## src/logic/cdb_consts.vh

```
// Purpose: Constants for the cable-detect and boost register bank
// Assumes: 200 MHz core clock
// Notes:   Offsets are register addresses on the serial bus
`ifndef CDB_CONSTS_VH
`define CDB_CONSTS_VH

`define CDB_SLAVE_ADDR        7'h28

`define CDB_REG_IRQ_FLAGS     8'h02
`define CDB_REG_STATUS        8'h03
`define CDB_REG_IRQ_MASK      8'h04
`define CDB_REG_CABLE_DETECT_CONFIG        8'h05
`define CDB_REG_RAMP_HIGH     8'h06
`define CDB_REG_RAMP_LOW      8'h07
`define CDB_REG_DEBOUNCE      8'h08
`define CDB_REG_BOOST_CFG     8'h09

`define CDB_RST_IRQ_MASK      4'h0
`define CDB_RST_CABLE_DETECT_ENABLE_SEL         2'h0
`define CDB_RST_DSC_DIS       1'b0
`define CDB_RST_CTH           2'h0
`define CDB_RST_DEBOUNCE      8'h80
`define CDB_RST_BOOST_EN      2'h0
`define CDB_RST_BOOST_V       4'h0

`define CDB_F_CABLE_DETECT_ENABLE_SEL_HI        7
`define CDB_F_CABLE_DETECT_ENABLE_SEL_LO        6
`define CDB_F_DSC_DIS         2
`define CDB_F_CTH_HI          1
`define CDB_F_CTH_LO          0
`define CDB_F_BOOST_ENABLE_SEL_HI       7
`define CDB_F_BOOST_ENABLE_SEL_LO       6
`define CDB_F_BOOST_VOLTAGE_CODE_HI        3
`define CDB_F_BOOST_VOLTAGE_CODE_LO        0

`define CDB_SEL_OFF           2'h0
`define CDB_SEL_ON            2'h1
`define CDB_SEL_PIN_A         2'h2
`define CDB_SEL_PIN_B         2'h3

`define CDB_BOOST_VOLTAGE_CODE_MAX_CODE    4'hb
`define CDB_BOOST_VOLTAGE_CODE_BASE        5'h06
`define CDB_BOOST_VOLTAGE_CODE_ALT         5'h08

`define CDB_CLK_PERIOD_NS     5
`define CDB_DSC_PERIOD_NS     250000000
`define CDB_DEB_STEP_NS       500000
`define CDB_DSC_CYCLES        (`CDB_DSC_PERIOD_NS / `CDB_CLK_PERIOD_NS)
`define CDB_DEB_STEP_CYCLES   (`CDB_DEB_STEP_NS / `CDB_CLK_PERIOD_NS)

`endif

```

## src/logic/cdb_i2c_slave.v

```verilog
// Purpose: Serial two-wire slave, byte engine with register pointer
// Assumes: scl and sda_in synchronous to clock, slow against it
// Notes:   Pointer auto-increments after each data byte
`timescale 1ns/1ps
`include "cdb_consts.vh"

module cdb_i2c_slave
(
	input  wire       clock,
	input  wire       resetn,
	input  wire       scl,
	input  wire       sda_in,
	output reg        sda_oe,
	output reg        wr_en,
	output reg  [7:0] wr_addr,
	output reg  [7:0] wr_data,
	output reg        rd_en,
	output wire [7:0] rd_addr,
	input  wire [7:0] rd_data
);

	localparam [2:0] ST_IDLE  = 3'd0;
	localparam [2:0] ST_ADDR  = 3'd1;
	localparam [2:0] ST_ACKA  = 3'd2;
	localparam [2:0] ST_WPTR  = 3'd3;
	localparam [2:0] ST_WDATA = 3'd4;
	localparam [2:0] ST_ACKW  = 3'd5;
	localparam [2:0] ST_RLOAD = 3'd6;
	localparam [2:0] ST_RDATA = 3'd7;

	reg  [2:0] state;
	reg  [3:0] bit_cnt;
	reg  [7:0] shift;
	reg  [7:0] ptr;
	reg        scl_q;
	reg        sda_q;
	reg        is_read;
	reg        in_rack;
	reg        master_ack;
	wire       scl_rise;
	wire       scl_fall;
	wire       start_cond;
	wire       stop_cond;

	assign rd_addr    = ptr;
	assign scl_rise   = scl & ~scl_q;
	assign scl_fall   = ~scl & scl_q;
	assign start_cond = scl & scl_q & sda_q & ~sda_in;
	assign stop_cond  = scl & scl_q & ~sda_q & sda_in;

	always @(posedge clock or negedge resetn)
	begin
		if (!resetn)
		begin
			state      <= ST_IDLE;
			bit_cnt    <= 4'h0;
			shift      <= 8'h00;
			ptr        <= 8'h00;
			scl_q      <= 1'b1;
			sda_q      <= 1'b1;
			is_read    <= 1'b0;
			in_rack    <= 1'b0;
			master_ack <= 1'b0;
			sda_oe     <= 1'b0;
			wr_en      <= 1'b0;
			wr_addr    <= 8'h00;
			wr_data    <= 8'h00;
			rd_en      <= 1'b0;
		end
		else
		begin
			scl_q <= scl;
			sda_q <= sda_in;
			wr_en <= 1'b0;
			rd_en <= 1'b0;
			if (start_cond)
			begin
				state   <= ST_ADDR;
				bit_cnt <= 4'h0;
				sda_oe  <= 1'b0;
			end
			else if (stop_cond)
			begin
				state  <= ST_IDLE;
				sda_oe <= 1'b0;
			end
			else
			begin
				case (state)
					ST_ADDR, ST_WPTR, ST_WDATA:
					begin
						if (scl_rise)
						begin
							shift   <= {shift[6:0], sda_in};
							bit_cnt <= bit_cnt + 4'h1;
						end
						else if (scl_fall && bit_cnt == 4'h8)
						begin
							if (state == ST_ADDR)
							begin
								if (shift[7:1] == `CDB_SLAVE_ADDR)
								begin
									sda_oe  <= 1'b1;
									is_read <= shift[0];
									state   <= ST_ACKA;
								end
								else
									state <= ST_IDLE;
							end
							else
							begin
								sda_oe <= 1'b1;
								state  <= ST_ACKW;
								if (state == ST_WPTR)
									ptr <= shift;
								else
								begin
									wr_en   <= 1'b1;
									wr_addr <= ptr;
									wr_data <= shift;
									ptr     <= ptr + 8'h01;
								end
							end
						end
					end
					ST_ACKA:
					begin
						if (scl_fall)
						begin
							sda_oe  <= 1'b0;
							bit_cnt <= 4'h0;
							if (is_read)
							begin
								rd_en <= 1'b1;
								state <= ST_RLOAD;
							end
							else
								state <= ST_WPTR;
						end
					end
					ST_ACKW:
					begin
						if (scl_fall)
						begin
							sda_oe  <= 1'b0;
							bit_cnt <= 4'h0;
							state   <= ST_WDATA;
						end
					end
					ST_RLOAD:
					begin
						shift   <= rd_data;
						sda_oe  <= ~rd_data[7];
						ptr     <= ptr + 8'h01;
						bit_cnt <= 4'h0;
						in_rack <= 1'b0;
						state   <= ST_RDATA;
					end
					ST_RDATA:
					begin
						if (in_rack)
						begin
							if (scl_rise)
								master_ack <= ~sda_in;
							else if (scl_fall)
							begin
								if (master_ack)
								begin
									rd_en <= 1'b1;
									state <= ST_RLOAD;
								end
								else
									state <= ST_IDLE;
							end
						end
						else if (scl_fall)
						begin
							if (bit_cnt == 4'h7)
							begin
								sda_oe  <= 1'b0;
								in_rack <= 1'b1;
							end
							else
							begin
								shift   <= {shift[6:0], 1'b0};
								sda_oe  <= ~shift[6];
								bit_cnt <= bit_cnt + 4'h1;
							end
						end
					end
					default:
						state <= ST_IDLE;
				endcase
			end
		end
	end

endmodule // cdb_i2c_slave

```

## src/logic/cdb_regs.v

```verilog
// Purpose: Cable-detect, supply and boost configuration register bank
// Assumes: All inputs synchronous to clock; analog results arrive as levels
// Notes:   Registers reached over the two-wire serial slave only
`timescale 1ns/1ps
`include "cdb_consts.vh"

// Overview of operation
// RULE_01 - Mask bit 3 passes cable-change flag to interrupt pin when 1
// RULE_02 - Mask bit 2 passes detect-busy-change flag to interrupt pin when 1
// RULE_03 - Mask bit 1 passes overvoltage-change flag to interrupt pin when 1
// RULE_04 - Mask bit 0 passes supply-present-change flag to interrupt pin when 1
// RULE_05 - Detect select 00 off, 01 on, pins ignored
// RULE_06 - Detect select 10 follows input A, 11 follows input B
// RULE_07 - Discharge supply every 250 ms if present throughout, unless disabled
// RULE_08 - Threshold select 00..11 gives 20, 40, 60, 80 pF
// RULE_09 - Eleven-bit ramp count, bits 10:8 high register, 7:0 low
// RULE_10 - Falling supply debounced for count times 0.5 ms before invalid
// RULE_11 - Debounce count resets to 128, about 64 ms
// RULE_12 - Boost select 00 off, 01 on, 10 input A, 11 input B
// RULE_13 - Voltage code 0..11 gives 6..17 V, codes 12..15 give 8 V
// RULE_14 - Flags set on status change, all cleared by reading flag register
// RULE_15 - Busy status reads 0 while detection runs, 1 otherwise
module cdb_regs
#(
	parameter DSC_CYCLES      = `CDB_DSC_CYCLES,
	parameter DEB_STEP_CYCLES = `CDB_DEB_STEP_CYCLES
)
(
	input  wire        clock,
	input  wire        resetn,
	input  wire        scl,
	input  wire        sda_in,
	output wire        sda_out,
	output wire        sda_oe,
	input  wire        multipurpose_input_a,
	input  wire        multipurpose_input_b,
	input  wire        cable_detected_in,
	input  wire        supply_overvolt_in,
	input  wire        supply_input,
	input  wire [10:0] ramp_shot_count,
	output reg         irq_n,
	output reg         cable_detect_run,
	output reg  [1:0]  cap_threshold_sel,
	output reg         supply_discharge_pulse,
	output reg         supply_valid,
	output reg         boost_enable,
	output reg  [4:0]  boost_target_volts
);

	reg  [3:0]  irq_enable_mask;
	reg  [1:0]  cable_detect_enable_sel;
	reg         supply_discharge_disable;
	reg  [7:0]  supply_fall_debounce_count;
	reg  [1:0]  boost_enable_sel;
	reg  [3:0]  boost_voltage_code;
	reg  [3:0]  irq_flags;
	reg  [3:0]  status;
	reg  [10:0] ramp_count;
	reg  [31:0] dsc_timer;
	reg  [31:0] deb_timer;
	reg  [7:0]  deb_steps;
	reg  [7:0]  rd_data;
	reg  [3:0]  next_flags;
	wire [3:0]  next_status;
	wire        wr_en;
	wire [7:0]  wr_addr;
	wire [7:0]  wr_data;
	wire        rd_en;
	wire [7:0]  rd_addr;

	// Four-way enable selector shared by detection and boost
	function sel_active;
		input [1:0] sel;
		input       pin_a;
		input       pin_b;
		begin
			case (sel)
				`CDB_SEL_OFF:   sel_active = 1'b0;
				`CDB_SEL_ON:    sel_active = 1'b1;
				`CDB_SEL_PIN_A: sel_active = pin_a;
				default:        sel_active = pin_b;
			endcase
		end
	endfunction

	assign sda_out = 1'b0;

	cdb_i2c_slave u_slave
	(
		.clock   (clock),
		.resetn  (resetn),
		.scl     (scl),
		.sda_in  (sda_in),
		.sda_oe  (sda_oe),
		.wr_en   (wr_en),
		.wr_addr (wr_addr),
		.wr_data (wr_data),
		.rd_en   (rd_en),
		.rd_addr (rd_addr),
		.rd_data (rd_data)
	);

	// RULE_15 busy is inverse of run
	assign next_status = {cable_detected_in, ~cable_detect_run,
		supply_overvolt_in, supply_input};

	// Register read view
	always @*
	begin
		case (rd_addr)
			`CDB_REG_IRQ_FLAGS: rd_data = {4'h0, irq_flags};
			`CDB_REG_STATUS:    rd_data = {4'h0, status};
			`CDB_REG_IRQ_MASK:  rd_data = {4'h0, irq_enable_mask};
			`CDB_REG_CABLE_DETECT_CONFIG:    rd_data = {cable_detect_enable_sel, 3'h0,
				supply_discharge_disable, cap_threshold_sel};
			// RULE_09 ramp count split
			`CDB_REG_RAMP_HIGH: rd_data = {5'h00, ramp_count[10:8]};
			`CDB_REG_RAMP_LOW:  rd_data = ramp_count[7:0];
			`CDB_REG_DEBOUNCE:  rd_data = supply_fall_debounce_count;
			`CDB_REG_BOOST_CFG: rd_data = {boost_enable_sel, 2'h0, boost_voltage_code};
			default:            rd_data = 8'h00;
		endcase
	end

	// RULE_14 change sets, set wins over read clear
	always @*
	begin
		next_flags = irq_flags;
		if (rd_en && rd_addr == `CDB_REG_IRQ_FLAGS)
			next_flags = 4'h0;
		next_flags = next_flags | (status ^ next_status);
	end

	// Software-written configuration
	always @(posedge clock or negedge resetn)
	begin
		if (!resetn)
		begin
			irq_enable_mask            <= `CDB_RST_IRQ_MASK;
			cable_detect_enable_sel    <= `CDB_RST_CABLE_DETECT_ENABLE_SEL;
			supply_discharge_disable   <= `CDB_RST_DSC_DIS;
			cap_threshold_sel          <= `CDB_RST_CTH;
			// RULE_11 default debounce
			supply_fall_debounce_count <= `CDB_RST_DEBOUNCE;
			boost_enable_sel           <= `CDB_RST_BOOST_EN;
			boost_voltage_code         <= `CDB_RST_BOOST_V;
		end
		else if (wr_en)
		begin
			case (wr_addr)
				`CDB_REG_IRQ_MASK:
					irq_enable_mask <= wr_data[3:0];
				`CDB_REG_CABLE_DETECT_CONFIG:
				begin
					cable_detect_enable_sel  <= wr_data[`CDB_F_CABLE_DETECT_ENABLE_SEL_HI:`CDB_F_CABLE_DETECT_ENABLE_SEL_LO];
					supply_discharge_disable <= wr_data[`CDB_F_DSC_DIS];
					// RULE_08 threshold code drive
					cap_threshold_sel        <= wr_data[`CDB_F_CTH_HI:`CDB_F_CTH_LO];
				end
				`CDB_REG_DEBOUNCE:
					supply_fall_debounce_count <= wr_data;
				`CDB_REG_BOOST_CFG:
				begin
					boost_enable_sel   <= wr_data[`CDB_F_BOOST_ENABLE_SEL_HI:`CDB_F_BOOST_ENABLE_SEL_LO];
					boost_voltage_code <= wr_data[`CDB_F_BOOST_VOLTAGE_CODE_HI:`CDB_F_BOOST_VOLTAGE_CODE_LO];
				end
				default:
					irq_enable_mask <= irq_enable_mask;
			endcase
		end
	end

	// Status, flags, interrupt and control outputs
	always @(posedge clock or negedge resetn)
	begin
		if (!resetn)
		begin
			status             <= 4'h0;
			irq_flags          <= 4'h0;
			ramp_count         <= 11'h000;
			irq_n              <= 1'b1;
			cable_detect_run   <= 1'b0;
			boost_enable       <= 1'b0;
			boost_target_volts <= `CDB_BOOST_VOLTAGE_CODE_BASE;
		end
		else
		begin
			status     <= next_status;
			irq_flags  <= next_flags;
			ramp_count <= ramp_shot_count;
			// RULE_01 RULE_02 RULE_03 RULE_04 mask gating
			irq_n <= ~|(irq_flags & irq_enable_mask);
			// RULE_05 RULE_06 detection select
			cable_detect_run <= sel_active(cable_detect_enable_sel,
				multipurpose_input_a, multipurpose_input_b);
			// RULE_12 boost select
			boost_enable <= sel_active(boost_enable_sel,
				multipurpose_input_a, multipurpose_input_b);
			// RULE_13 voltage decode
			if (boost_voltage_code > `CDB_BOOST_VOLTAGE_CODE_MAX_CODE)
				boost_target_volts <= `CDB_BOOST_VOLTAGE_CODE_ALT;
			else
				boost_target_volts <= `CDB_BOOST_VOLTAGE_CODE_BASE + {1'b0, boost_voltage_code};
		end
	end

	// RULE_07 periodic discharge timer
	always @(posedge clock or negedge resetn)
	begin
		if (!resetn)
		begin
			dsc_timer              <= 32'h0;
			supply_discharge_pulse <= 1'b0;
		end
		else
		begin
			supply_discharge_pulse <= 1'b0;
			if (!supply_input)
				dsc_timer <= 32'h0;
			else if (dsc_timer >= DSC_CYCLES - 1)
			begin
				dsc_timer              <= 32'h0;
				supply_discharge_pulse <= ~supply_discharge_disable;
			end
			else
				dsc_timer <= dsc_timer + 32'h1;
		end
	end

	// RULE_10 falling supply debounce
	always @(posedge clock or negedge resetn)
	begin
		if (!resetn)
		begin
			deb_timer    <= 32'h0;
			deb_steps    <= 8'h00;
			supply_valid <= 1'b0;
		end
		else if (supply_input)
		begin
			deb_timer    <= 32'h0;
			deb_steps    <= 8'h00;
			supply_valid <= 1'b1;
		end
		else if (supply_valid)
		begin
			if (deb_steps >= supply_fall_debounce_count)
				supply_valid <= 1'b0;
			else if (deb_timer >= DEB_STEP_CYCLES - 1)
			begin
				deb_timer <= 32'h0;
				deb_steps <= deb_steps + 8'h01;
			end
			else
				deb_timer <= deb_timer + 32'h1;
		end
	end

endmodule // cdb_regs
```

## config.mk

```make
export PLATFORM = sky130hd
export DESIGN_NAME = cdb_regs
export DESIGN_NICKNAME = d
export VERILOG_FILES = /design/src/logic/cdb_i2c_slave.v /design/src/logic/cdb_regs.v
export VERILOG_INCLUDE_DIRS = /design/src /design/src/logic
export SDC_FILE = /design/constraint.sdc
export NUM_CORES = 1
export LEC_CHECK = 0
export BUFFER_PORTS_ARGS = -buffer_cell sky130_fd_sc_hd__buf_2
export CORE_ASPECT_RATIO = 0.5
export CORE_MARGIN = 2
export CORE_UTILIZATION = 67
export DETAILED_ROUTE_END_ITERATION = 6
export PLACE_DENSITY = 0.95
export SETUP_SLACK_MARGIN = 0.2
export SYNTH_ARGS = -nofsm -noshare
export SYNTH_HDL_FRONTEND = slang
export SYNTH_HIERARCHICAL = 1
export SYNTH_SLANG_ARGS = --single-unit
```

## constraint.sdc

```tcl
create_clock -name clock -period 5.75 [get_ports clock]
set_clock_uncertainty 0.15 [all_clocks]
set_input_delay 0.575 -clock clock [delete_from_list [all_inputs] [get_ports clock]]
set_output_delay 0.575 -clock clock [all_outputs]
set_load 0.01 [all_outputs]
```

# After elaboration in Yosys (flattened, before gate mapping)
# Index checks and enable logic that the tools add are counted.
totals:
  elab_cells: 229
  inputBits: 20
  reg_bits: 171
op_classes:
  muxes: 83
  n_reduce_logical: 30
  bitwise: 23
  eq_ne: 50
  n_lt_le_gt_ge: 4
  n_addsub: 6
ops:
  columns: ["operator", "count"]
  rows:
  - ["$mux 32", 6]
  - ["$mux 8", 12]
  - ["$add 32x1->32 const B", 2]
  - ["$pmux 8 s8", 1]
  - ["$eq 8x3->1 const B", 6]
  - ["$reduce_and 7->1", 6]
  - ["$mux 3", 12]
  - ["$mux 1", 33]
  - ["$eq 8x4->1 const B", 4]
  - ["$ge 32x17->1 const B", 1]
  - ["$ge 32x26->1 const B", 1]
  - ["$mux 4", 8]
  - ["$ne 4x1->1 const B", 6]
  - ["$pmux 8 s3", 1]
  - ["$add 8x1->8 const B", 2]
  - ["$eq 8x2->1 const B", 2]
  - ["$pmux 4 s4", 1]
  - ["$pmux 8 s2", 1]
  - ["$pmux 3 s5", 1]
  - ["$not 1->1", 13]
  - ["$eq 3x3->1 const B", 4]
  - ["$ne 4x4->1 const B", 3]
  - ["$ne 2x2->1 const B", 5]
  - ["$reduce_and 2->1", 5]
  - ["other kinds (38)", 60]

# Depth between registers and ports, before layout
# Gate-level depths: netlist of the first run.
depth:
  ltp_word: 8
  ltp_mapped: 9

# Cells and area by module
# Netlist of the first run, hierarchy kept.
modules_own_cells:
  columns: ["mod", "cells_per_inst", "area_each_um2", "instances"]
  rows:
  - ["cdb_regs", 556, 5855.6, 1]
  - ["cdb_i2c_slave", 246, 2508.7, 1]

# Worst setup path before layout of the first run
# Ideal clock, no wire load.
synth_path:
  path_type: "reg-to-reg"
  startpoint: "register supply_fall_debounce_count[7]"
  endpoint: "register deb_timer[12]"
  t_required_ns: 5.522
  path_slack_ns: 3.311
  t_arrival_ns: 2.211
  path_stages_with_launch: 9
  path_cell_list: "dfstp_2 -> inv_1 -> ha_1 -> and3_1 -> a221oi_2 -> o22ai_2 -> buf_6 -> or4_1 -> a21oi_1"
synth_via:
  elab_chain_len: 3
synth_lines:
  columns: ["element", "line_no", "text"]
  rows:
  - ["start, declared", "cdb_regs.v:53", "reg [7:0] supply_fall_debounce_count;"]
  - ["start signal, assigned", "cdb_regs.v:144", "supply_fall_debounce_count <= `CDB_RST_DEBOUNCE;"]
  - ["start signal, assigned", "cdb_regs.v:161", "supply_fall_debounce_count <= wr_data;"]
  - ["$ge 8x8->1", "cdb_regs.v:247", "if (deb_steps >= supply_fall_debounce_count)"]
  - ["$ne 2x2->1 (no line)", null, null]
  - ["$reduce_and 2->1 (no line)", null, null]
  - ["end signal, assigned", "cdb_regs.v:255", "deb_timer <= deb_timer + 32'h1;"]
  - ["end, declared", "cdb_regs.v:60", "reg [31:0] deb_timer;"]
# No other way between the ends.
# A chain may end at the register's enable or synchronous reset.

# Worst setup path after layout of the first run
layout_path:
  startpoint: "register u_slave.ptr[4], in the netlist u_slave/rd_addr[4]"
  endpoint: "register u_slave.sda_oe"
layout_via:
  elab_chain_len: 6
layout_lines:
  columns: ["element", "line_no", "text"]
  rows:
  - ["start, declared", "cdb_i2c_slave.v:34", "reg [7:0] ptr;"]
  - ["start signal, assigned", "cdb_i2c_slave.v:115", "ptr <= shift;"]
  - ["start signal, assigned", "cdb_i2c_slave.v:121", "ptr <= ptr + 8'h01;"]
  - ["start signal, assigned", "cdb_i2c_slave.v:154", "ptr <= ptr + 8'h01;"]
  - ["$eq 8x4->1 (tied with other cells)", "cdb_regs.v:110", "case (rd_addr)"]
  - ["$pmux 8 s8 *", "cdb_regs.v:110", null]
  - ["net rd_data[7]", "cdb_regs.v:62", "reg [7:0] rd_data;"]
  - ["$not 1->1 *", "cdb_i2c_slave.v:153", "sda_oe <= ~rd_data[7];"]
  - ["$pmux 1 s4 *", "cdb_i2c_slave.v:89", "case (state)"]
  - ["$mux 1 *", "cdb_i2c_slave.v:82", "else if (stop_cond)"]
  - ["$mux 1 *", "cdb_i2c_slave.v:76", "if (start_cond)"]
  - ["end signal, assigned", "cdb_i2c_slave.v:153", null]
  - ["end signal, assigned", "cdb_i2c_slave.v:186", "sda_oe <= ~shift[6];"]
  - ["end, declared", "cdb_i2c_slave.v:13", "output reg sda_oe,"]
# Mark *: on every way through the listed nets, which the timed path passes. The rest lies on a longest branch.

==> metrics.md, run 1 <==
| Metric | Value |
|---|---|
| Tmin final | `3200 ps` |
| Final setup fails | `0` |
| Endpoint class of the critical path | `flip-flop` |
| Clock root cell | `clkbuf_16` |
| Floorplan row count | `28` |
| Final nets | `869` |
| Vias | `around 7.2k` |
| Clk_lat worst skew | `about 440 ps` |
| Largest net degree at the start of global routing | `106` |
| Wire length of the first global-routing pass | `36590 um` |
| Die outline height | `83.01 um` |
| Post-synth ARST share | `100.0%` |
| Status | `complete, but fails checks` |
| HP Class | `primary input to flip-flop` |
| CTS resizes | `0` |
| Die area | `between 0.01 and 0.015 mm2` |
| Synth Area in Simple Gates | `about a fifth` |
| Peak VDD IR | `around 0.00023 V` |
| Synthesized area | `roughly 0.0084 mm2` |
| Tightest Pin Transition | `1254 ps` |
| Clk pin slew, worst setup/hold paths | `about 80 ps` |
| Max-Cap Viols | `0` |
| Grt total ovfl | `0` |
| Setup CP Type | `flip-flop to flip-flop` |
| Max-slew headroom | `16.08%` |
| Width of the chip | `162.0 um` |
| Core Footprint | `between 0.01 and 0.015 mm2` |
| Gp weighted congestion | `0.9196` |
| Netlist cell types | `80` |
| Antenna-violating nets left | `0` |
| CP arrival | `approximately 3400 ps` |
| CTS tree | `built` |
| Share of cells above drive strength 1 | `16.17%` |
| Initial core utilization | `~70%` |
| Final Hold Vio Count | `0` |
| Adder-cell share of the synthesized area | `between 2 and 2.5%` |
| Clock Path Buffers | `2` |
| Synth Area per Inst | `around 10 um2` |
| Most common cell after layout, fill and taps aside | `dfrtp_1` |
| Violated checks | `DRC` |
| Main combinational cell family by area after synthesis | `simple AND/OR/NAND/NOR gates` |
| Drt first pass iters | `7` |
| CTS HTree Levels | `4` |
| Synth Area in XOR/XNOR | `3.037%` |
| Achievable frequency | `approximately 0.31 GHz` |
| CTS Hold Bufs | `0` |
| Clock Sinks | `171` |
| TritonCTS buffer count | `17` |
| DRC | `2` |
| Setup bufs post-CTS | `0` |
| Final setup TNS | `0 ps` |
| Leak | `3.921 nW` |
| Vias/cell | `7.067` |
| Total wire length | `22600 um` |
| Post-Synthesis Cells | `approximately 800` |
| EDFF count, synth | `0` |
| Worst reg2reg setup slack | `2550 ps` |
| Number of synthesized register bits | `approximately 170` |
| Final Cell Area | `0.009264 mm2` |
| Crit start category | `flip-flop` |
| Ys Warns | `6` |
| Mux contribution to synthesized area | `about 5.3%` |
| Commonest cells after routing, fill and taps aside | `dfrtp_1 (165), nor2_1 (63), nand2_1 (57), a21oi_1 (43), nand3_1 (40)` |
| Vias in the first global route | `around 7.0k` |
| Post-synthesis compound-gate area fraction | `14.87%` |
| Slew Viols, Final | `0` |
| Ant. Diodes | `0` |
| Sequential share of the synthesized area | `51.25%` |
| Placed Area | `0.008658 mm2` |
| First-iteration detailed-routing DRC count | `1013` |
| Port-buffer cells | `32` |
| Initial antenna violation count | `0` |
| Routed WL per cell | `roughly 22 um` |
| Predominant post-synthesis flop cell | `dfrtp_1` |
| GRT Resource Usage Total | `approximately a third` |
| Power Dens Cells | `~340 mW/mm2` |
| Crit share post-route | `55.66%` |
| Hpwl dp | `13310 um` |
| IO Count | `34` |
| Required time worst endpoint | `5910 ps` |
| RSZ-0062 raised after global routing | `false` |
| Area delta synth->final | `10.76%` |
| Critical Path Fanout Max | `8` |
synth_stat cells, types with 3 or more instances:
| library cell | number | area (um2) |
|---|---|---|
| and3_1 | 10 | 62.56 |
| o21ai_0 | 39 | 195.2 |
| dfrtp_1 | 165 | 4129 |
| and2_1 | 11 | 68.82 |
| a21oi_1 | 43 | 215.2 |
| xnor2_1 | 8 | 70.07 |
| o2111ai_1 | 3 | 26.28 |
| or2_2 | 3 | 18.77 |
| o22a_1 | 4 | 35.03 |
| or4_1 | 6 | 45.04 |
| a22oi_1 | 12 | 90.09 |
| inv_1 | 28 | 105.1 |
| nor2_1 | 63 | 236.5 |
| nand4_1 | 18 | 112.6 |
| clkbuf_1 | 16 | 60.06 |
| nand3_1 | 40 | 200.2 |
| nand2b_1 | 8 | 50.05 |
| nand2_1 | 57 | 214.0 |
| or3_1 | 13 | 81.33 |
| xor2_1 | 21 | 183.9 |
| a21o_1 | 10 | 75.07 |
| o211ai_1 | 8 | 60.06 |
| buf_2 | 12 | 60.06 |
| a22o_1 | 6 | 52.55 |
| a222oi_1 | 3 | 30.03 |
| nor3_1 | 15 | 75.07 |
| o31ai_1 | 8 | 60.06 |
| nor4_1 | 17 | 106.4 |
| mux2i_1 | 7 | 70.07 |
| o21a_1 | 12 | 90.09 |
| dfstp_2 | 6 | 157.7 |
| nand3b_1 | 8 | 60.06 |
| nand4b_1 | 4 | 35.03 |
| ha_1 | 15 | 187.7 |
| a31oi_1 | 7 | 43.79 |
| mux2_2 | 33 | 371.6 |
| o22ai_1 | 4 | 25.02 |
| nor3b_1 | 4 | 30.03 |
| nor4b_2 | 4 | 60.06 |
final timing paths:
path | to | start | cells after the start
setup reg to reg | u_slave/sda_oe | u_slave/rd_addr[4] | 8
setup / recovery | u_slave/sda_oe | u_slave/rd_addr[4] | 8
hold / removal | ramp_count[2] | ramp_shot_count[2] | 1
hold reg to reg | boost_target_volts[1] | boost_voltage_code[1] | 1
min in group asynchronous | irq_enable_mask[1] | resetn | 1
max in group asynchronous | deb_steps[5] | resetn | 2
state kept, by name (all words and copies together), names as in the netlist, 5 cells and up:
name	flops
u_slave/wr_addr	8
u_slave/shift	8
supply_fall_debounce_count	8
u_slave/wr_data	8
boost_target_volts	5
deb_timer	32
dsc_timer	32
u_slave/rd_addr	8
ramp_count	11
deb_steps	8
where the power goes:
part	leakage, nW	switching (mW)	total (mW)	internal (mW)
Sequential	2.23	0.151	1.44	1.29
Clock	0.289	0.543	1.20	0.659
Combinational	1.40	0.297	0.483	0.186
layer usage:
layer | wire length [um] | GRT usage [%] | share of wire (%)
met1 | 8413 | 43.20 | 37
met4 | 1152 | 18.10 | 5.1
met2 | 10880 | 56.32 | 48
met3 | 2157 | 8.691 | 9.5
met5 | 0 | 0 | 0
kinds of logic (layout without fill, tap and decap cells):
| family | Yosys count | after routing |
|---|---|---|
| xor+xnor | 29 | 29 |
| other cells | 1 | 7 |
| compound gates | 182 | 182 |
| buf+inv | 59 | 98 |
| mux | 40 | 40 |
| simple gates | 305 | 305 |
| flops | 171 | 171 |
| fa+ha+maj | 15 | 15 |
critical path: stages, from the launching register on:
cell and delay (ps):
dfrtp_1 470, nor4_4 620, nand2_1 230, nor4b_2 780, a22oi_1 210, nand2_1 200, o21ai_0 90, o2111ai_1 220
o21ai_0 110
cell type report:
cell class                      count  area [um2]
Fill cell                         650        2718
Tap cell                          165       206.4
Clock buffer                       17       425.4
Multi-Input combinational cell    578        3852
Sequential cell                   171        4287
Timing Repair Buffer               37       203.9
Clock inverter                     15       180.2
Inverter                           29       108.9
through the flow:
stage | power, mW | worst slack (ps) | instances | hold slack (ps) | utilization (%)
6_report | 3.127 | 2550 | 1012 | 86.04 | 77.32
5_1_grt | 3.219 | 2488 | 1012 | 79.92 | 77.32
4_1_cts | 3.096 | 2690 | 1012 | 80.70 | 77.32
3_5_place_dp | 1.880 | 2675 | 980 | 320.7 | 72.26
3_3_place_gp | 1.836 | 2791 | 980 | 307.4 | 72.26
2_1_floorplan | 1.735 | 3311 | 808 | 129.4 | -
No activity file was read; power rests on OpenSTA's default activity.
==> run 2, diff against run 1 <==
--- a/config.mk
+++ b/config.mk
@@ -9,9 +9,9 @@
 export BUFFER_PORTS_ARGS = -buffer_cell sky130_fd_sc_hd__buf_2
 export CORE_ASPECT_RATIO = 0.5
 export CORE_MARGIN = 2
-export CORE_UTILIZATION = 67
+export CORE_UTILIZATION = 56
 export DETAILED_ROUTE_END_ITERATION = 6
-export PLACE_DENSITY = 0.95
+export PLACE_DENSITY = 0.87
 export SETUP_SLACK_MARGIN = 0.2
 export SYNTH_ARGS = -nofsm -noshare
 export SYNTH_HDL_FRONTEND = slang
==> constraint.sdc (replaced) <==
create_clock -name clock -period 2.8 [get_ports clock]
set_clock_uncertainty 0.15 [all_clocks]
set_input_delay 0.28 -clock clock [delete_from_list [all_inputs] [get_ports clock]]
set_output_delay 0.28 -clock clock [all_outputs]
set_load 0.01 [all_outputs]
==> run 2 against run 1 <==
  * The flow now finishes without violations
  * Final cell count up 7.9%
  * Critical path depth up 1
  * Clock power up 96%
  * Critical endpoint is now deb_timer[14]
  * Largest cell class unchanged
==> metrics.md, run 2 (same netlist as run 1, synthesis figures left out) <==
| Metric | Value |
|---|---|
| Max-Cap Viols | `0` |
| Vias/cell | `roughly 6.4` |
| Worst reg2reg setup slack | `120 ps` |
| Hold_sp | `supply_input` |
| Die outline height | `90.42 um` |
| Grt total ovfl | `0` |
| Area delta synth->final | `17.23%` |
| CTS HTree Levels | `4` |
| Routed WL per cell | `19.50 um` |
| Slowest CP cell | `dfstp_2` |
| HP Class | `primary input to flip-flop` |
| Slew Viols, Final | `0` |
| Crit path depth | `9` |
| GRT Resource Usage Total | `27.29%` |
| Width of the chip | `176.8 um` |
| Achievable frequency | `0.3725 GHz` |
| Leak | `roughly 4.2 nW` |
| Worst r2r path cells | `9` |
| Setup CP Type | `flip-flop to flip-flop` |
| CP max stage delay | `540 ps` |
| Tmin final | `2684 ps` |
| Total wire length | `21300 um` |
| Initial antenna violation count | `0` |
| R2R Path End | `deb_timer[14]` |
| Vias | `6982` |
| Floorplan row count | `31` |
| Die area | `between 0.015 and 0.02 mm2` |
| Critical path, cell by cell | `inv_2 -> ha_4 -> and3_4 -> a221oi_4 -> o22ai_4 -> buf_4 -> clkbuf_16 -> o31ai_1 -> a21oi_2` |
| Hpwl dp | `between 10000 and 15000 um` |
| Vias in the first global route | `6904` |
| Largest net degree at the start of global routing | `63` |
| Hold path cells | `1` |
| Clock root cell | `clkbuf_16` |
| CTS tree | `built` |
| First-iteration detailed-routing DRC count | `718` |
| Clock Sinks | `about 170` |
| Placed cells | `1036` |
| TritonCTS buffer count | `17` |
| Final setup TNS | `0 ps` |
| Tightest Pin Transition | `698.1 ps` |
| Core Footprint | `0.01455 mm2` |
| Initial core utilization | `57.51%` |
| Crit start category | `flip-flop` |
| Final Hold Vio Count | `0` |
| Max-slew headroom | `53.34%` |
| Layout Cells excl Fill | `1092` |
| Largest delay share family, worst path | `compound AO/OA/AOI/OAI gates` |
| Final setup fails | `0` |
| DRC | `0` |
| RSZ-0062 raised after global routing | `true` |
| Ant. Diodes | `0` |
| CP arrival | `2820 ps` |
| Critical Path Fanout Max | `7` |
| Final nets | `916` |
| Antenna-violating nets left | `0` |
| Worst r2r src | `supply_fall_debounce_count[7]` |
| IO Count | `34` |
| Clock Path Buffers | `2` |
| Most common cell after layout, fill and taps aside | `dfrtp_1` |
| Endpoint class of the critical path | `flip-flop` |
| Worst Setup SP | `supply_fall_debounce_count[7]` |
| Peak VDD IR | `0.0005032 V` |
| Drt first pass iters | `7` |
| Status | `completed` |
| Wire length of the first global-routing pass | `~35000 um` |
| Worst Setup EP | `deb_timer[14]` |
| Commonest cells after routing, fill and taps aside | `dfrtp_1 (164), nor2_1 (63), nand2_1 (57), nand3_1 (40), a21oi_1 (40)` |
| Port-buffer cells | `32` |
| Required time worst endpoint | `2940 ps` |
| Gp weighted congestion | `0.8932` |
| Power Dens Cells | `657.5 mW/mm2` |
| Crit share post-route | `between 90% and 100%` |
| Largest registers | `deb_timer x32, dsc_timer x32, ramp_count x11` |
| Clk_lat worst skew | `420 ps` |
| Share of cells above drive strength 1 | `19.80%` |
| Clk pin slew, worst setup/hold paths | `60 ps` |
| Buf+Inv Stages, Crit Path | `3` |
## run 2: changes by cell type in the layout (fill, tap and decap cells not counted), sizes merged
cell,previous run,this run
clkbuf,17,23
inv,37,30
buf,37,66
clkinv,2,6
dlygate4sd3,0,17
clkinvlp,3,1
## run 2: final cells by class
class	instances	area, um2
clock buffer	22	464.2
clock inverter	10	117.6
fill	960	4740
inverter	29	108.9
multi-input combinational	578	3938
sequential	171	4288
tap	198	247.7
timing repair buffer	84	641.9
## run 2: timing repair
item	CTS	global route
gates cloned	0	1
buffers inserted	1	5
hold buffers	17	0
gates resized for setup	6	11
endpoints found under the setup margin	28	24
pin swaps	3	3
hold endpoints to repair	71	0
## run 2: power by group
group | internal, mW | switching (mW) | total (mW)
Clock | 1.37 | 0.985 | 2.35
Sequential | 2.65 | 0.272 | 2.93
Combinational | 0.532 | 0.638 | 1.17
## run 2: worst min-delay path by stage
stage | to | slack, ps
6_report | status[0] | 40
5_1_grt | boost_enable | 40
4_1_cts | status[0] | 30
3_5_place_dp | dsc_timer[14] | 140
3_3_place_gp | dsc_timer[13] | 130
2_1_floorplan | boost_enable | -170
## run 2: stage by stage
| step | instance area (um2) | utilization [%] | hold WS (ps) | total power, mW | setup WS (ps) |
|---|---|---|---|---|---|
| 2_1_floorplan | 8387 | - | -165.6 | 3.563 | 360.8 |
| 3_3_place_gp | 8897 | 61.17 | 133.6 | 3.827 | 198.6 |
| 3_5_place_dp | 8897 | 61.17 | 139.9 | 3.918 | 89.09 |
| 4_1_cts | 9701 | 66.69 | 29.81 | 6.338 | 201.5 |
| 5_1_grt | 9806 | 67.42 | 42.89 | 6.699 | 125.2 |
| 6_report | 9806 | 67.42 | 37.66 | 6.447 | 115.7 |
## run 2: metal layers
| layer | track usage [%] | part of all wire (%) |
|---|---|---|
| met1 | 34.43 | 41 |
| met2 | 45.54 | 49 |
| met3 | 6.187 | 6.8 |
| met4 | 11.50 | 3.2 |
| met5 | 0 | 0 |
==> run 3, diff against run 2 <==
--- a/config.mk
+++ b/config.mk
@@ -7,9 +7,11 @@
 export NUM_CORES = 1
 export LEC_CHECK = 0
 export BUFFER_PORTS_ARGS = -buffer_cell sky130_fd_sc_hd__buf_2
+export CELL_PAD_IN_SITES_DETAIL_PLACEMENT = 0
+export CELL_PAD_IN_SITES_GLOBAL_PLACEMENT = 2
 export CORE_ASPECT_RATIO = 0.5
 export CORE_MARGIN = 2
-export CORE_UTILIZATION = 56
+export CORE_UTILIZATION = 37
 export DETAILED_ROUTE_END_ITERATION = 6
 export PLACE_DENSITY = 0.87
 export SETUP_SLACK_MARGIN = 0.2
==> run 3 against run 2 <==
  * Fmax increased by 4.5%
  * Sequential power hardly changed
  * First-iteration DRC count is 3.6% lower
  * Design area rose by 2.2%
  * Total power grew 1.5%
  * Die area up 49%
  * Critical path depth is 1 higher
  * Highest routed layer unchanged
  * Combinational power decreased by 4%
  * Sequential cell count stayed put
==> metrics.md, run 3 (same netlist as run 1, synthesis figures left out) <==
| Metric | Value |
|---|---|
| Final setup fails | `0` |
| Vias/cell | `between 5 and 6` |
| Final Hold Vio Count | `0` |
| Endpoint class of the critical path | `flip-flop` |
| Tightest Pin Transition | `around 730 ps` |
| Largest net degree at the start of global routing | `55` |
| CP max stage delay | `530 ps` |
| Peak VDD IR | `0.0004241 V` |
| CP arrival | `2800 ps` |
| Gp weighted congestion | `0.7901` |
| Vias | `6521` |
| Buf+Inv Stages, Crit Path | `4` |
| Core Footprint | `0.02192 mm2` |
| Slew Viols, Final | `0` |
| Vias in the first global route | `6418` |
| RSZ-0062 raised after global routing | `true` |
| Max-slew headroom | `51.13%` |
| TritonCTS buffer count | `17` |
| Largest delay share family, worst path | `buffers and inverters` |
| Achievable frequency | `~0.39 GHz` |
| Port-buffer cells | `32` |
| Hold_ws | `about 110 ps` |
| Leak | `4.215 nW` |
| Tmin final | `between 2000 and 3000 ps` |
| Hpwl dp | `13240 um` |
| Commonest cells after routing, fill and taps aside | `dfrtp_1 (165), nor2_1 (63), nand2_1 (57), a21oi_1 (42), nand3_1 (40)` |
| Initial antenna violation count | `0` |
| Die area | `0.02390 mm2` |
| Status | `completed` |
| Die outline height | `110.3 um` |
| Slowest CP cell | `dfstp_2` |
| Final nets | `about 900` |
| Clk_lat worst skew | `440 ps` |
| Setup CP Type | `flip-flop to flip-flop` |
| Clk pin slew, worst setup/hold paths | `around 70 ps` |
| Largest registers | `deb_timer x32, dsc_timer x32, ramp_count x11` |
| Clock Path Buffers | `2` |
| Critical Path Fanout Max | `6` |
| First-iteration detailed-routing DRC count | `692` |
| Grt total ovfl | `0` |
| Clock root cell | `clkbuf_16` |
| Crit start category | `flip-flop` |
| CTS HTree Levels | `4` |
| Final setup TNS | `0 ps` |
| Initial core utilization | `38.16%` |
| Critical path, cell by cell | `inv_1 -> ha_4 -> and3_4 -> a221oi_4 -> buf_6 -> o221ai_1 -> buf_4 -> clkbuf_4 -> nor4_4 -> o21a_1` |
| Area delta synth->final | `19.78%` |
| Wire length of the first global-routing pass | `33760 um` |
| CTS tree | `built` |
| Drt first pass iters | `5` |
| Power Dens Cells | `653.0 mW/mm2` |
| Crit share post-route | `91.74%` |
| IO Count | `34` |
| Total wire length | `approximately 20000 um` |
| # fillers | `2053` |
| Floorplan row count | `38` |
| DRC | `0` |
| HP Class | `primary input to flip-flop` |
| Clock Sinks | `171` |
| Required time worst endpoint | `slightly above 3000 ps` |
| Width of the chip | `216.6 um` |
| Routed WL per cell | `between 15 and 20 um` |
| GRT Resource Usage Total | `17.93%` |
| Share of cells above drive strength 1 | `about a fifth` |
| Most common cell after layout, fill and taps aside | `dfrtp_1` |
| Ant. Diodes | `0` |
| Antenna-violating nets left | `0` |
| Max-Cap Viols | `0` |
==> run 3: worst register-to-register path: cells and delay by family, from the launching register on <==
kind | cells | cell delay [ps]
compound gates | 3 | 600
simple gates | 2 | 380
buf+inv | 4 | 600
flops | 1 | 530
fa+ha+maj | 1 | 260
==> run 3: worst paths after layout <==
path | cells after the start | to | start | slack [ps]
worst min-delay path | 3 | supply_discharge_pulse | supply_input | 110
worst max register to register | 10 | deb_timer[19] | supply_fall_debounce_count[7] | 230
min in group asynchronous | 2 | dsc_timer[13] | resetn | 220
max in group asynchronous | 3 | boost_target_volts[2] | resetn | 1510
worst min register to register | 1 | boost_target_volts[1] | boost_voltage_code[1] | 340
worst max-delay path | 10 | deb_timer[19] | supply_fall_debounce_count[7] | 230
==> run 3: area by class of cell <==
type / count / area, um2 / area share, %
clock inverters: 14 / 183.9 / 1.836
well taps: 300 / 375.4 / 3.747
flip-flops and latches: 171 / 4287 / 42.79
multi-input cells: 580 / 3956 / 39.49
inverters: 29 / 108.9 / 1.087
repair buffers: 90 / 678.2 / 6.769
clock buffers: 18 / 429.2 / 4.284
==> run 3: where the power goes <==
| group | internal (mW) | switching, mW |
|---|---|---|
| Combinational | 0.516 | 0.605 |
| Sequential | 2.65 | 0.270 |
| Clock | 1.43 | 1.07 |
| Total | 4.59 | 1.95 |
==> run 3: timing repair <==
item                                    4_1_cts  5_1_grt
hold endpoints to repair                     69        0
hold buffers                                 19        0
endpoints found under the setup margin       33       39
resized for setup                             2       13
gates cloned                                  1        1
pin swaps                                     2        6
buffers inserted                              1       10
==> run 3: routing by layer <==
layer  global-route usage [%]  vias to the layer above  wire length [um]
met4                    5.822                        0               224
met2                    29.35                      111              9648
met5                        0                        -                 0
met1                    24.21                     3277              9713
li1                         -                     3116                 -
met3                    3.512                       17               639
==> run 3: metrics by stage <==
stage	util, %	total power [mW]	setup slack, ps	std cells	cell area [um2]
floorplan	-	3.563	360.8	808	8387
detailed placement	41.20	3.925	86.28	1138	9031
CTS	45.05	6.505	190.7	1191	9873
global route	45.71	6.869	146.6	1202	10020
finish	45.71	6.542	231.2	1202	10020
global placement	41.20	3.895	171.4	1138	9031
